--- config.mk ---
export PLATFORM = sky130hd
export DESIGN_NAME = sync_serial_shift_port
export DESIGN_NICKNAME = d
export VERILOG_FILES = /design/src/sio_pkg.sv /design/src/sio_rate_tick.sv /design/src/sync_serial_shift_port.sv
export VERILOG_INCLUDE_DIRS = /design/src
export SDC_FILE = /design/constraint.sdc
export NUM_CORES = 1
export LEC_CHECK = 0
export ABC_CLOCK_PERIOD_IN_PS = 7610
export BUFFER_PORTS_ARGS = -buffer_cell sky130_fd_sc_hd__clkbuf_2
export CAP_MARGIN = 10
export CORE_MARGIN = 2
export CORE_UTILIZATION = 57
export CTS_CLUSTER_SIZE = 8
export DETAILED_ROUTE_END_ITERATION = 7
export MAX_ROUTING_LAYER = met4
export PLACE_DENSITY = 0.86
export SYNTH_ARGS = -nofsm -noshare
export SYNTH_HDL_FRONTEND = slang
export SYNTH_HIERARCHICAL = 1
export SYNTH_SLANG_ARGS = --single-unit
--- constraint.sdc ---
create_clock -name clk_sys_in -period 7.61 [get_ports clk_sys_in]
set_input_delay 0.761 -clock clk_sys_in [delete_from_list [all_inputs] [get_ports clk_sys_in]]
set_output_delay 0.761 -clock clk_sys_in [all_outputs]
set_load 0.02 [all_outputs]
--- src/sio_map.svh ---
// Register indices, field positions and reset values of the serial port.
// Assumes word-wide bus access; byte address is four times the index.
`ifndef SIO_MAP_SVH
`define SIO_MAP_SVH

`define SIO_CTRL_IDX    8'he7
`define SIO_DATA_IDX    8'he8
`define SIO_RATE_IDX    8'he9
`define SIO_ISTAT_IDX   8'hea
`define SIO_IMASK_IDX   8'heb

`define SIO_CTRL_RST    8'h00
`define SIO_RATE_RST    8'h00
`define SIO_DATA_RST    8'h00
`define SIO_IRQ_RST     2'h0

`define SIO_IRQ_W       2
`define SIO_IRQ_DONE    0
`define SIO_IRQ_REFUSED 1

// Fixed divide by four gives a half period of two system clocks per step
`define SIO_HALF_DIV    9'h002
`define SIO_LAST_BIT    3'h7
`define SIO_BIT_STEP    3'h1

`endif

--- src/sio_pkg.sv ---
// Types shared by the serial shift port.
// Assumes nothing beyond a SystemVerilog elaborator.
package sio_pkg;

	typedef struct packed {
		logic ext_clk;
		logic lsb_first;
		logic tx_rx;
		logic edge_sel;
		logic clr_start;
		logic shift_en;
		logic int_en;
		logic pend;
	} ctrl_type;

	typedef enum logic [0:0] {
		SHIFT_IDLE = 1'b0,
		SHIFT_RUN  = 1'b1
	} shift_state_type;

endpackage

--- src/sio_rate_tick.sv ---
// Half-period tick generator for the internal shift clock.
// Assumes limit_in is stable while run_in is high.
module sio_rate_tick #(
	parameter int W = 9
)(
	// Clock and reset
	input  wire logic         clk_sys_in,
	input  wire logic         rstn_in,
	input  wire logic         ce_in,
	// Control
	input  wire logic         run_in,
	input  wire logic [W-1:0] limit_in,
	// Tick
	output logic              tick_out
);

	logic [W-1:0] cnt_reg;
	logic [W-1:0] cnt_next;

	assign tick_out = run_in && (cnt_reg == limit_in);

	always_comb begin
		cnt_next = cnt_reg + W'(1);
		if (!run_in || tick_out) begin
			cnt_next = '0;
		end
	end

	always_ff @(posedge clk_sys_in or negedge rstn_in) begin
		if (!rstn_in) begin
			cnt_reg <= '0;
		end else if (ce_in) begin
			cnt_reg <= cnt_next;
		end
	end

endmodule // sio_rate_tick

--- src/sync_serial_shift_port.sv ---
// Eight-bit synchronous serial shift port with a classic Wishbone slave.
// Assumes pins are synchronous to clk_sys_in and the bus is word wide.
`include "sio_map.svh"

module sync_serial_shift_port #(
	parameter int ADR_W = 10,
	parameter int DIV_W = 9
)(
	// Clock, reset, enable
	input  wire logic             clk_sys_in,
	input  wire logic             rstn_in,
	input  wire logic             ce_in,
	// Wishbone slave
	input  wire logic             wb_cyc_in,
	input  wire logic             wb_stb_in,
	input  wire logic             wb_we_in,
	input  wire logic [ADR_W-1:0] wb_adr_in,
	input  wire logic [3:0]       wb_sel_in,
	input  wire logic [31:0]      wb_dat_in,
	output logic      [31:0]      wb_dat_out,
	output logic                  wb_ack_out,
	// Serial pins
	input  wire logic             serial_clk_in,
	output logic                  serial_clk_out,
	output logic                  serial_clk_oe_out,
	input  wire logic             serial_data_in,
	output logic                  serial_data_out,
	output logic                  serial_data_oe_out,
	// Interrupt
	output logic                  irq_out
);

	sio_pkg::ctrl_type        ctrl_reg;
	sio_pkg::ctrl_type        ctrl_next;
	sio_pkg::ctrl_type        wr_ctrl;
	sio_pkg::shift_state_type state_reg;
	sio_pkg::shift_state_type state_next;
	logic [7:0]               rate_reg;
	logic [7:0]               rate_next;
	logic [7:0]               buf_reg;
	logic [7:0]               buf_next;
	logic [`SIO_IRQ_W-1:0]    stat_reg;
	logic [`SIO_IRQ_W-1:0]    stat_next;
	logic [`SIO_IRQ_W-1:0]    mask_reg;
	logic [`SIO_IRQ_W-1:0]    mask_next;
	logic [2:0]               bit_cnt_reg;
	logic [2:0]               bit_cnt_next;
	logic                     sck_reg;
	logic                     sck_next;
	logic                     so_reg;
	logic                     so_next;
	logic                     ext_prev_reg;
	logic                     ack_reg;
	logic                     ack_next;
	logic [31:0]              rdata_reg;
	logic [31:0]              rdata_next;
	logic [7:0]               idx;
	logic                     req;
	logic                     wr_fire;
	logic [DIV_W-1:0]         half_limit;
	logic                     tick;
	logic                     busy;
	logic                     int_mode;
	logic                     rise;
	logic                     fall;
	logic                     sample;
	logic                     launch;
	logic                     last_bit;
	logic                     start;
	logic                     refused;
	logic                     done;

	// Bus decode; a write lands on the edge that sees ack high
	assign idx     = wb_adr_in[9:2];
	assign req     = wb_cyc_in && wb_stb_in;
	assign wr_fire = req && wb_we_in && ack_reg && wb_sel_in[0];
	assign wr_ctrl = sio_pkg::ctrl_type'(wb_dat_in[7:0]);

	assign busy     = (state_reg == sio_pkg::SHIFT_RUN);
	assign int_mode = !ctrl_reg.ext_clk;
	assign half_limit = DIV_W'((({1'b0, rate_reg} + 9'h001)
		* `SIO_HALF_DIV) - 9'h001);

	sio_rate_tick #(
		.W          (DIV_W)
	) u_rate_tick (
		.clk_sys_in (clk_sys_in),
		.rstn_in    (rstn_in),
		.ce_in      (ce_in),
		.run_in     (busy && int_mode),
		.limit_in   (half_limit),
		.tick_out   (tick)
	);

	// Edge events from either clock source
	always_comb begin
		if (int_mode) begin
			rise = tick && !sck_reg;
			fall = tick && sck_reg;
		end else begin
			rise = serial_clk_in && !ext_prev_reg;
			fall = !serial_clk_in && ext_prev_reg;
		end
	end

	assign sample   = ctrl_reg.edge_sel ? fall : rise;
	assign launch   = ctrl_reg.edge_sel ? rise : fall;
	assign last_bit = (bit_cnt_reg == `SIO_LAST_BIT);
	assign done     = busy && sample && last_bit;
	assign start    = wr_fire && (idx == `SIO_CTRL_IDX)
		&& wr_ctrl.clr_start && wr_ctrl.shift_en;
	// Start without enable is dropped but reported
	assign refused  = wr_fire && (idx == `SIO_CTRL_IDX)
		&& wr_ctrl.clr_start && !wr_ctrl.shift_en;

	always_comb begin
		ctrl_next    = ctrl_reg;
		rate_next    = rate_reg;
		buf_next     = buf_reg;
		stat_next    = stat_reg;
		mask_next    = mask_reg;
		state_next   = state_reg;
		bit_cnt_next = bit_cnt_reg;
		sck_next     = sck_reg;
		so_next      = so_reg;
		if (wr_fire) begin
			unique case (idx)
				`SIO_CTRL_IDX: begin
					ctrl_next           = wr_ctrl;
					ctrl_next.clr_start = 1'b0;
					ctrl_next.pend      = ctrl_reg.pend & wr_ctrl.pend;
				end
				`SIO_RATE_IDX:  rate_next = wb_dat_in[7:0];
				// Loading mid-transfer would corrupt the byte in flight
				`SIO_DATA_IDX: begin
					if (!busy) begin
						buf_next = wb_dat_in[7:0];
					end
				end
				`SIO_IMASK_IDX: mask_next = wb_dat_in[`SIO_IRQ_W-1:0];
				`SIO_ISTAT_IDX: begin
					stat_next = stat_reg & ~wb_dat_in[`SIO_IRQ_W-1:0];
				end
				default: begin
				end
			endcase
		end
		unique case (state_reg)
			sio_pkg::SHIFT_RUN: begin
				if (sample) begin
					buf_next = ctrl_reg.lsb_first
						? {serial_data_in, buf_reg[7:1]}
						: {buf_reg[6:0], serial_data_in};
					bit_cnt_next = bit_cnt_reg + `SIO_BIT_STEP;
					if (last_bit) begin
						state_next = sio_pkg::SHIFT_IDLE;
					end
				end
				if (launch) begin
					so_next = ctrl_reg.lsb_first ? buf_reg[0] : buf_reg[7];
				end
				if (tick) begin
					sck_next = !sck_reg;
				end
			end
			sio_pkg::SHIFT_IDLE: begin
				sck_next = !ctrl_reg.edge_sel;
			end
		endcase
		if (start) begin
			state_next   = sio_pkg::SHIFT_RUN;
			bit_cnt_next = '0;
			so_next      = wr_ctrl.lsb_first ? buf_reg[0] : buf_reg[7];
			sck_next     = !wr_ctrl.edge_sel;
		end
		if (!ctrl_next.shift_en) begin
			state_next = sio_pkg::SHIFT_IDLE;
		end
		// Hardware set wins over a clear in the same cycle
		if (done) begin
			ctrl_next.pend             = 1'b1;
			stat_next[`SIO_IRQ_DONE]   = 1'b1;
		end
		if (refused) begin
			stat_next[`SIO_IRQ_REFUSED] = 1'b1;
		end
	end

	always_ff @(posedge clk_sys_in or negedge rstn_in) begin
		if (!rstn_in) begin
			ctrl_reg     <= sio_pkg::ctrl_type'(`SIO_CTRL_RST);
			rate_reg     <= `SIO_RATE_RST;
			buf_reg      <= `SIO_DATA_RST;
			stat_reg     <= `SIO_IRQ_RST;
			mask_reg     <= `SIO_IRQ_RST;
			state_reg    <= sio_pkg::SHIFT_IDLE;
			bit_cnt_reg  <= '0;
			sck_reg      <= 1'b1;
			so_reg       <= 1'b0;
			ext_prev_reg <= 1'b1;  // Idle pin level: no false edge
		end else if (ce_in) begin
			ctrl_reg     <= ctrl_next;
			rate_reg     <= rate_next;
			buf_reg      <= buf_next;
			stat_reg     <= stat_next;
			mask_reg     <= mask_next;
			state_reg    <= state_next;
			bit_cnt_reg  <= bit_cnt_next;
			sck_reg      <= sck_next;
			so_reg       <= so_next;
			ext_prev_reg <= serial_clk_in;
		end
	end

	// Bus answer: ack one cycle after the request, read data held with it
	always_comb begin
		ack_next   = req && !ack_reg;
		rdata_next = rdata_reg;
		if (req && !ack_reg) begin
			case (idx)
				`SIO_CTRL_IDX:  rdata_next = {24'h000000, ctrl_reg};
				`SIO_DATA_IDX:  rdata_next = {24'h000000, buf_reg};
				`SIO_RATE_IDX:  rdata_next = {24'h000000, rate_reg};
				`SIO_ISTAT_IDX: rdata_next = {30'h0, stat_reg};
				`SIO_IMASK_IDX: rdata_next = {30'h0, mask_reg};
				default:        rdata_next = 32'h00000000;
			endcase
		end
	end

	always_ff @(posedge clk_sys_in or negedge rstn_in) begin
		if (!rstn_in) begin
			ack_reg   <= 1'b0;
			rdata_reg <= 32'h00000000;
		end else if (ce_in) begin
			ack_reg   <= ack_next;
			rdata_reg <= rdata_next;
		end
	end

	assign wb_ack_out         = ack_reg;
	assign wb_dat_out         = rdata_reg;
	assign serial_clk_out     = sck_reg;
	assign serial_clk_oe_out  = busy && int_mode;
	assign serial_data_out    = so_reg;
	assign serial_data_oe_out = ctrl_reg.tx_rx && ctrl_reg.shift_en;
	assign irq_out = (ctrl_reg.int_en && ctrl_reg.pend)
		|| ((stat_reg & mask_reg) != '0);
endmodule // sync_serial_shift_port

==> summary.txt, run 1 <==
Outcome
  • Status: completed

Layout
  • Max FFs per register: 9
  • Share of cells above drive strength 1: 25.07%
  • Post-route cell area: 0.003655 mm²
  • Post-route insts no fill: between 400 and 500
  • Nets@finish: roughly 430
  • ANT cells: 0
  • Synthesis-to-finish area growth: 6.334%

Setup path
  • Arr. time, crit path: 4.71 ns
  • Crit-path max FO: 10
  • WS Path Type: reg2reg
  • Worst path max stage delay: between 0.5 and 0.6 ns
  • CP required: 7.84 ns
  • Startpoint Class: flip-flop
  • Cell Chain, Critical Path: ha_1 -> and3_1 -> o21ai_0 -> a21oi_1 -> a22oi_1 -> nand4bb_1 -> xnor2_1 -> nand4_2 -> nor3_2 -> and2_1 -> nand2b_1 -> mux4_2 -> or2_1 -> a21boi_4 -> a2bb2oi_1
  • Reg2reg setup slack: 3.13 ns
  • Crit path capture type: flip-flop
  • Crit path max-delay cell type: dfrtp_1

Timing
  • Hold_ws: 0.4989 ns
  • Slew Limit Fails: 0
  • Clock skew: roughly 0.011 ns
  • Worst rel slew slack: a little under half
  • Worst slew pin tran: 0.8137 ns
  • Fin crit period: ~4.5 ns
  • Max Freq: around 220 MHz
  • Final cycle utilization of the critical path: approximately 59%
  • PnR worst setup slack: 3.131 ns
  • Final Hold Fails: 0
  • Setup TNS: 0 ns
  • Setup violators final: 0
  • RSZ-0062 raised after global routing: no

Clocking
  • H-tree levels: 2
  • Clock slew at reported path FFs: 0.11 ns
  • CTS tree: done
  • Clk buf depth: 2
  • Post-CTS Hold Buffers: 0
  • CTS Sinks: 52
  • Post-CTS Resized: 0
  • Worst skew pair latency: 0.32 ns
  • Cts bufs inserted: 5
  • CTS root buf: clkbuf_8
  • Setup Fix Bufs, Post-CTS: 0

Synth
  • Post-synth EDFFs: 0
  • FF+latch count, synth: 52
  • Share of synthesized registers carrying an async set or reset: 100.0%
  • Synth Area per Inst: between 10 and 15 µm²
  • Post-Syn Instances: about 340
  • Synth warn: 6
  • Synth Flop Type: dfrtp_1
  • Post-Syn Area: 0.003437 mm²
  • Netlist cell types: 59
  • Sequential share of the synthesized area: 37.93%

Floorplanning
  • Rows: 28
  • Ports: between 90 and 100
  • Die Width: 81.65 µm
  • Die height: 81.65 µm
  • Core area: 0.005886 mm²
  • Total die area: 0.006667 mm²
  • Initial Util: 58.40%

Routing
  • Antenna-violating nets left: 0
  • Avg WL per Cell: 15.94 µm
  • Vias per cell: approximately 6
  • Final WL: 7109 µm
  • Initial DRC count: 240
  • Residual DRC: 0
  • Drt pass-1 iters: 6
  • Via Count: 2,644

Power
  • PwrDens: 134.4 mW/mm²
  • Maximum VDD drop: approximately 84 µV
  • Pleak: ~0.0017 µW

Min path
  • Hold crit path type: reg2reg

Global route
  • Initial antenna violation count: 0
  • Largest net degree at the start of global routing: 53
  • Total congestion overflow: 0
  • Vias in the first global route: 2,559
  • GRT Total Usage: 24.07%
  • First-pass GRT wire length: 12,090 µm

Place
  • Post-DP HPWL: 5258 µm
  • Gp weighted congestion: 0.8471
  • Inst Count DP: 438
  • Post-Place Worst Slack: 3.212 ns
  • Post-DP Area: 0.003561 mm²
  • PortBufs: 38

Job
  • Max-Cap Viols: 0
[worst max-delay path: cells and delay by family, from the launching register on]
kind                     cells  cell delay (ns)
XOR/XNOR                     1             0.26
AND/OR/NAND/NOR              7             1.59
flip-flops                   1             0.55
multiplexers                 1             0.52
AO/OA/AOI/OAI                5             1.12
adder cells (fa/ha/maj)      1             0.36
[logic make-up (layout without fill, tap and decap cells)]
logic type | count (synthesis) | after routing | synth area share [%]
adder cells (fa/ha/maj) | 4 | 4 | 1.456
other | 2 | 25 | 0.2185
buffers and inverters | 51 | 57 | 8.591
AND/OR/NAND/NOR | 105 | 105 | 18.82
AO/OA/AOI/OAI | 69 | 69 | 14.96
flip-flops | 52 | 52 | 37.93
XOR/XNOR | 22 | 22 | 5.825
multiplexers | 37 | 37 | 12.20
[final cells by class]
cell class / instances / area [µm²]
Fill cell: 490 / 2231
Tap cell: 75 / 93.84
Inverter: 9 / 33.78
Clock buffer: 5 / 68.82
Clock inverter: 3 / 25.02
Timing Repair Buffer: 40 / 205.2
Sequential cell: 52 / 1304
Multi-Input combinational cell: 262 / 1924
[path summary, 6_finish.rpt]
kind,startpoint,end,depth (start not counted)
min,wb_dat_out[1],wb_dat_out[1],2
max in group asynchronous,rstn_in,u_rate_tick/cnt_reg[3],2
min reg2reg,wb_dat_out[1],wb_dat_out[1],2
min in group asynchronous,rstn_in,bit_cnt_reg[2],2
max reg2reg,rate_reg[0],buf_reg[4],15
max,rate_reg[0],buf_reg[4],15
[Yosys cell counts (all sizes together) (3+ instances only)]
cell,count,area [µm²]
dfrtp,50,1251
ha,4,50.05
xor2,7,61.31
clkbuf,9,33.78
nand2,27,103.9
and4,3,26.28
nand2b,11,68.82
nand3b,5,37.54
xnor2,15,138.9
a21oi,11,55.05
mux2i,7,70.07
buf,33,227.7
mux2,29,326.6
a2bb2oi,9,78.83
o21ai,7,35.03
nor4b,3,41.29
and3,8,50.05
nor3,6,35.03
nand4,8,56.30
nor3b,4,35.03
a22oi,5,37.54
o31ai,5,51.30
nand3,9,55.05
o211ai,3,22.52
inv,9,33.78
a22o,8,70.07
nor2,10,37.54
o22ai,11,68.82
[placed cells by master (no fill, tap or decap), types with 9 or more instances in the layout]
cell type and n:
dfrtp_1 50, clkbuf_2 38, conb_1 25, nor2_1 10, nand2_1 26, o22ai_1 11, nand2b_1 11, mux2_2 29
inv_1 9, a2bb2oi_1 9, xnor2_1 14, a21oi_1 11
[per-stage QoR]
stage                     total power [µW]  utilization (%)
after floorplan                      320.9                -
after global placement               329.1            60.50
after detailed placement             330.1            60.50
after CTS                            495.1            62.10
after global routing                 513.5            62.10
final                                491.1            62.10
[report_power, final]
group | total, µW | switching [µW] | internal, µW
clock network | 166 | 99.3 | 67.2
logic | 43.8 | 31.8 | 12.0
registers | 281 | 2.03 | 279
[per-layer routing]
layer	wire length, µm	GRT usage (%)	vias up
met5	0	-	-
met4	64	5.833	0
met3	394	4.615	7
met2	3412	38.77	82
met1	3237	31.64	1294
li1	-	-	1261
No activity file was read; power rests on OpenSTA's default activity.
==> inputs of run 2 (changes only) <==
--- a/config.mk
+++ b/config.mk
@@ -6,15 +6,16 @@
 export SDC_FILE = /design/constraint.sdc
 export NUM_CORES = 1
 export LEC_CHECK = 0
-export ABC_CLOCK_PERIOD_IN_PS = 7610
+export ABC_AREA = 1
+export ABC_CLOCK_PERIOD_IN_PS = 4400
 export BUFFER_PORTS_ARGS = -buffer_cell sky130_fd_sc_hd__clkbuf_2
 export CAP_MARGIN = 10
 export CORE_MARGIN = 2
-export CORE_UTILIZATION = 57
+export CORE_UTILIZATION = 54
 export CTS_CLUSTER_SIZE = 8
 export DETAILED_ROUTE_END_ITERATION = 7
 export MAX_ROUTING_LAYER = met4
-export PLACE_DENSITY = 0.86
+export PLACE_DENSITY = 0.8
 export SYNTH_ARGS = -nofsm -noshare
 export SYNTH_HDL_FRONTEND = slang
 export SYNTH_HIERARCHICAL = 1
==> constraint.sdc (replaced) <==
create_clock -name clk_sys_in -period 4.4 [get_ports clk_sys_in]
set_input_delay 0.44 -clock clk_sys_in [delete_from_list [all_inputs] [get_ports clk_sys_in]]
set_output_delay 0.44 -clock clk_sys_in [all_outputs]
set_load 0.02 [all_outputs]
==> run 2 against run 1 <==
Compared with the run above:
- worst setup slack got worse by 2.3 ns
- register-to-register slack worse by 2.3 ns
- core utilization is 1.9 points lower
- first-iteration DRC count down 2.9%
- fmax is 25% higher
- global-route usage decreased by 0.12 points
- worst hold slack worse by 0.28 ns
- critical path depth is 8 higher
- design area is 12% higher
- die area increased by 16%
- non-clock buffer count unchanged
- clock-buffer cell count grew 1
==> summary.txt, run 2 <==
Outcome
  • Status: completed

Place
  • Post-DP HPWL: 6349 µm
  • Gp weighted congestion: 0.9215
  • PortBufs: 38

Clocking
  • CTS root buf: clkbuf_8
  • H-tree levels: 2
  • Post-CTS Hold Buffers: 0
  • CTS Sinks: 52
  • Worst skew pair latency: between 0.3 and 0.4 ns
  • Setup Fix Bufs, Post-CTS: 0
  • Post-CTS Resized: 0
  • CTS tree: done
  • Cts bufs inserted: 5
  • Clock slew at reported path FFs: 0.09 ns
  • Clk buf depth: 2

Routing
  • Drt pass-1 iters: 5
  • Residual DRC: 0
  • Via Count: 3,297
  • Antenna-violating nets left: 0
  • Top Metal Used: met4
  • Met3 WL: 401 µm
  • DRT met1 WL: 3865 µm
  • Avg WL per Cell: 12.68 µm
  • Met2 WL post-DR: 4011 µm
  • Final WL: between 8000 and 9000 µm
  • Initial DRC count: 233
  • Vias per cell: 4.950

Floorplanning
  • Core area: 0.006794 mm²
  • Rows: 30
  • Ports: 92
  • Die Width: 87.79 µm
  • Initial Util: a little under three fifths
  • Die height: 87.79 µm
  • Total die area: 0.007707 mm²

Setup path
  • R2R Path Start: rate_reg[0]
  • Crit. Startpoint: rate_reg[0]
  • Crit-path max FO: 13
  • Startpoint Class: flip-flop
  • WS Path Type: reg2reg
  • CP required: 4.66 ns
  • Crit path capture type: flip-flop
  • Worst R2R Path Depth: 23
  • Critical R2R Capture: ctrl_reg[0]
  • CP endpoint: ctrl_reg[0]
  • Arr. time, crit path: about 3.8 ns
  • Reg2reg setup slack: ~0.83 ns

Layout
  • Synthesis-to-finish area growth: 7.822%
  • ANT cells: 0
  • Commonest non-fill, non-tap cell in the layout: nand2_1
  • Share of cells above drive strength 1: 18.07%
  • Max FFs per register: 9
  • Nets@finish: 627
  • Most frequent cells in the layout: nand2_1, inv_1, dfrtp_1
  • Final core utilization: around three fifths
  • FILL cells: around 630

Timing
  • RSZ-0062 raised after global routing: no
  • Hold_ws: about 0.22 ns
  • Fin crit period: approximately 3.6 ns
  • Worst rel slew slack: 53.65%
  • Final cycle utilization of the critical path: 81.20%
  • Final Hold Fails: 0
  • Max Freq: 279.9 MHz
  • Clock skew: between 0.015 and 0.02 ns
  • Worst slew pin tran: 0.6915 ns
  • Setup violators final: 0
  • Slew Limit Fails: 0
  • Setup TNS: 0 ns

Synth
  • Synth cell count leaders: nand2_1, inv_1, dfrtp_1
  • Post-Syn Area: 0.003791 mm²
  • Post-Syn Instances: 532
  • Synth top area cells: dfrtp_1, nand2_1, inv_1, nand3_1, buf_4
  • FF+latch count, synth: between 50 and 60
  • Synth Flop Type: dfrtp_1
  • Top-count cell post-synth: nand2_1
  • Area leader, netlist: dfrtp_1
  • Share of the synthesized area in the top cell type: 33.00%
  • Synth warn: 6
  • Sequential share of the synthesized area: 34.39%
  • Netlist cell types: 40
  • Synth Area per Inst: approximately 7 µm²
  • Share of synthesized registers carrying an async set or reset: between 90% and 100%
  • Post-synth EDFFs: 0

Global route
  • Total congestion overflow: 0
  • First-pass GRT wire length: around 14,000 µm
  • Vias in the first global route: approximately 3.1k
  • Largest net degree at the start of global routing: 53
  • Initial antenna violation count: 0
  • GRT Total Usage: 23.95%

Power
  • Maximum VDD drop: 175.4 µV
  • Pleak: 0.002199 µW
  • PwrDens: 230.2 mW/mm²

Job
  • Max-Cap Viols: 0

Min path
  • Hold crit path type: in2async
[run 2: power by group]
part | switching (µW) | internal, µW | leakage [µW] | total, µW
Clock | 169 | 186 | 0.0000614 | 355
Sequential | 4.95 | 484 | 0.000664 | 489
Combinational | 74.6 | 22.2 | 0.00147 | 96.9
[run 2: worst min path at each step]
stage	slack, ns	start	end
after floorplan	0.14	rstn_in	bit_cnt_reg[0]
after global placement	0.46	bit_cnt_reg[1]	bit_cnt_reg[1]
after detailed placement	0.47	wb_dat_out[5]	wb_dat_out[5]
after CTS	0.26	rstn_in	wb_dat_out[2]
after global routing	0.31	rstn_in	u_rate_tick/cnt_reg[5]
final	0.22	rstn_in	buf_reg[1]
[run 2: critical path, stage by stage (launching register included)]
cell and delay [ns]:
dfrtp_1 0.55, ha_1 0.30, nand2_1 0.12, nand2_1 0.11
nand3_1 0.11, nor2_1 0.11, nand2_1 0.08, nor2_1 0.14
nand2_1 0.06, nand2_1 0.07, nand2_1 0.07, xnor2_1 0.15
nand2_1 0.07, nor2_1 0.13, nand2_2 0.10, nor2_1 0.20
nand3_1 0.13, nand3_1 0.15, nand2_1 0.09, nor2_2 0.40
nand3_1 0.17, nand2_1 0.09, nand2_1 0.05, inv_1 0.05
[run 2: final cells by class]
cell class / instances / area (µm²) / area share, %
tap: 96 / 120.1 / 2.938
multi-input combinational: 399 / 2068 / 50.60
sequential: 52 / 1304 / 31.89
clock buffer: 6 / 82.58 / 2.020
timing repair buffer: 40 / 205.2 / 5.020
inverter: 71 / 269.0 / 6.581
clock inverter: 2 / 38.79 / 0.9489
[run 2: kinds of logic after synthesis]
| family | count (synthesis) | synth area share (%) |
|---|---|---|
| AOI/OAI and AO/OA | 55 | 8.878 |
| xor gates and xnor gates | 16 | 3.696 |
| adders and majority gates | 4 | 1.320 |
| buffers and inverters | 105 | 13.43 |
| DFF | 52 | 34.39 |
| muxes | 1 | 0.2640 |
| other | 2 | 0.1981 |
| and+or+nand+nor | 297 | 37.82 |
[run 2: per-layer routing]
metal / up-vias / global-route usage, %
met2: 92 / 38.22
met3: 14 / 3.205
met5: - / -
li1: 1692 / -
met4: 0 / 8.811
met1: 1499 / 31.20
[run 2: stage by stage]
| stage | cell area (µm²) | power (µW) | setup WS [ns] | std cells |
|---|---|---|---|---|
| CTS | 4088 | 946.3 | 0.8701 | 666 |
| global route | 4088 | 976.4 | 0.3760 | 666 |
| floorplan | 3881 | 572.6 | 1.597 | 556 |
| detailed placement | 3966 | 595.0 | 0.9073 | 658 |
| finish | 4088 | 941.0 | 0.8270 | 666 |
| global placement | 3966 | 593.3 | 1.025 | 658 |
==> inputs of run 3 (changes only) <==
--- a/config.mk
+++ b/config.mk
@@ -7,7 +7,7 @@
 export NUM_CORES = 1
 export LEC_CHECK = 0
 export ABC_AREA = 1
-export ABC_CLOCK_PERIOD_IN_PS = 4400
+export ABC_CLOCK_PERIOD_IN_PS = 3600
 export BUFFER_PORTS_ARGS = -buffer_cell sky130_fd_sc_hd__clkbuf_2
 export CAP_MARGIN = 10
 export CORE_MARGIN = 2
==> constraint.sdc (replaced) <==
create_clock -name clk_sys_in -period 3.6 [get_ports clk_sys_in]
set_input_delay 0.36 -clock clk_sys_in [delete_from_list [all_inputs] [get_ports clk_sys_in]]
set_output_delay 0.36 -clock clk_sys_in [all_outputs]
set_load 0.02 [all_outputs]
==> run 3 against run 2 <==
Compared with the run above:
- combinational power is 24% higher
- clock skew is 0.0069 ns lower
- worst setup slack worse by 0.34 ns
- largest cell class unchanged
- highest routed layer unchanged
==> summary.txt, run 3 (synthesized netlist as in run 2, its figures left out) <==
Outcome
  • Status: completed

Clocking
  • Clock slew at reported path FFs: around 0.10 ns
  • Cts bufs inserted: 5
  • Clk buf depth: 2
  • CTS root buf: clkbuf_8
  • H-tree levels: 2
  • CTS Sinks: 52
  • CTS tree: done
  • Worst skew pair latency: 0.31 ns

Timing
  • Slew Limit Fails: 0
  • Worst slew pin tran: 0.9013 ns
  • Setup TNS: 0 ns
  • Final cycle utilization of the critical path: a little under nine tenths
  • Worst rel slew slack: 39.91%
  • Fin crit period: about 3.1 ns
  • Max Freq: 321.7 MHz
  • Final Hold Fails: 0
  • Hold_ws: 0.1551 ns
  • Setup violators final: 0
  • Clock skew: between 0.01 and 0.015 ns
  • RSZ-0062 raised after global routing: no

Layout
  • Max FFs per register: 9
  • ANT cells: 0
  • Nets@finish: 629
  • Most frequent cells in the layout: nand2_1, inv_1, dfrtp_1
  • Commonest non-fill, non-tap cell in the layout: nand2_1
  • Post-route cell area: 0.004093 mm²
  • Share of cells above drive strength 1: a little under a fifth
  • FILL cells: 639
  • Synthesis-to-finish area growth: 7.954%

Power
  • Register share of total power: 53.3%
  • Power share of the clock group: 36.0%
  • Net Sw Power: 294.6 µW
  • Tot Pwr: ~1100 µW
  • Maximum VDD drop: 150.9 µV
  • Comb power frac: about a tenth
  • Pint: 825.3 µW
  • Pleak: 0.002199 µW
  • PwrDens: roughly 270 mW/mm²
  • Switching fraction of total power: 26.30%

Routing
  • Via Count: around 3.3k
  • Initial DRC count: 242
  • Final WL: ~8400 µm
  • Drt pass-1 iters: 4
  • Vias per cell: 4.999
  • Residual DRC: 0
  • Avg WL per Cell: 12.61 µm
  • Antenna-violating nets left: 0

Floorplanning
  • Ports: 92
  • Core area: 0.006794 mm²
  • Die Width: roughly 90 µm
  • Rows: 30
  • Die height: 87.79 µm
  • Total die area: slightly below 0.008 mm²
  • Initial Util: 55.80%

Setup path
  • CP Buf/Inv Count: 1
  • Critical R2R Capture: buf_reg[7]
  • Worst path max stage delay: between 0.4 and 0.5 ns
  • Worst R2R Path Depth: 23
  • Crit path top cell by count: nand2_1
  • CP required: 3.85 ns
  • Crit-path max FO: 10
  • Arr. time, crit path: 3.36 ns
  • Delay-heaviest family, CP: simple AND/OR/NAND/NOR gates
  • R2R Path Start: rate_reg[1]
  • WS Path Type: reg2reg
  • Reg2reg setup slack: 0.49 ns
  • Startpoint Class: flip-flop
  • Crit path max-delay cell type: dfrtp_2
  • Crit path capture type: flip-flop
  • Cell Chain, Critical Path: ha_2 -> nand2_1 -> nand2_1 -> nand3_1 -> nor2_1 -> nand2_1 -> nor2_1 -> nand2_1 -> nand2_1 -> nand2_1 -> xnor2_1 -> nand2_1 -> nor2_1 -> nand2_2 -> nor2_1 -> nand3_1 -> nand3_1 -> nand3_2 -> nand2_2 -> nand2_4 -> nand2_1 -> nand2_1 -> inv_1

Job
  • Max-Cap Viols: 0

Place
  • Post-DP Area: 0.003981 mm²
  • Post-DP HPWL: approximately 6500 µm
  • PortBufs: 38
  • Gp weighted congestion: 0.9321

Global route
  • Total congestion overflow: 0
  • Largest net degree at the start of global routing: 36
  • First-pass GRT wire length: about 14,000 µm
  • Initial antenna violation count: 0
  • Vias in the first global route: 3,168
  • GRT Total Usage: 24.50%

Min path
  • Hold crit path type: in2async
## run 3: cell type report
type	instances	area [µm²]	area share (%)
sequential	52	1305	31.89
inverter	71	269.0	6.573
tap	96	120.1	2.935
clock buffer	6	72.57	1.773
timing repair buffer	42	220.2	5.381
multi-input combinational	399	2071	50.60
clock inverter	2	35.03	0.8560
## run 3: power by group through the flow
stage | Clock [µW] | Sequential [µW] | Combinational, µW
after floorplan | 0 | 612 | 87.6
after global placement | 0 | 609 | 117
after detailed placement | 0 | 609 | 119
after CTS | 412 | 597 | 120
after global routing | 443 | 598 | 134
final | 403 | 597 | 120
## run 3: worst register-to-register path: stages, from the launching register on
cell and delay [ns]:
dfrtp_2 0.43, ha_2 0.24, nand2_1 0.10, nand2_1 0.11, nand3_1 0.10, nor2_1 0.10, nand2_1 0.08, nor2_1 0.13
nand2_1 0.06, nand2_1 0.06, nand2_1 0.06, xnor2_1 0.16, nand2_1 0.07, nor2_1 0.13, nand2_2 0.10, nor2_1 0.19
nand3_1 0.14, nand3_1 0.14, nand3_2 0.23, nand2_2 0.17, nand2_4 0.08, nand2_1 0.08, nand2_1 0.05, inv_1 0.04
## run 3: worst max-delay path by stage
stage	from	to	cells after the start	slack [ns]
3_3_place_gp	rate_reg[1]	buf_reg[2]	23	0.48
3_5_place_dp	rate_reg[1]	ctrl_reg[0]	24	0.41
5_1_grt	rate_reg[1]	ctrl_reg[0]	24	0.04
6_report	rate_reg[1]	buf_reg[7]	23	0.49
2_1_floorplan	rate_reg[0]	buf_reg[6]	24	0.80
4_1_cts	rate_reg[1]	ctrl_reg[0]	24	0.40
## run 3: repair_timing
action,4_1_cts,5_1_grt
gates resized for setup,0,2
hold buffers,0,0
endpoints found under the setup margin,0,12
setup buffers,0,0
## run 3: metal layers
layer / part of all wire (%) / global-route usage, %
met5: 0 / -
met4: 1.9 / 9.371
met3: 4.8 / 2.922
met2: 48 / 38.50
met1: 45 / 32.44
## run 3: through the flow
| stage | std cells | util [%] | worst slack [ns] |
|---|---|---|---|
| after floorplan | 556 | - | 0.7975 |
| after global placement | 660 | 58.60 | 0.4836 |
| after detailed placement | 660 | 58.60 | 0.4124 |
| after CTS | 668 | 60.18 | 0.3970 |
| after global routing | 668 | 60.24 | 0.04443 |
| final | 668 | 60.24 | 0.4912 |
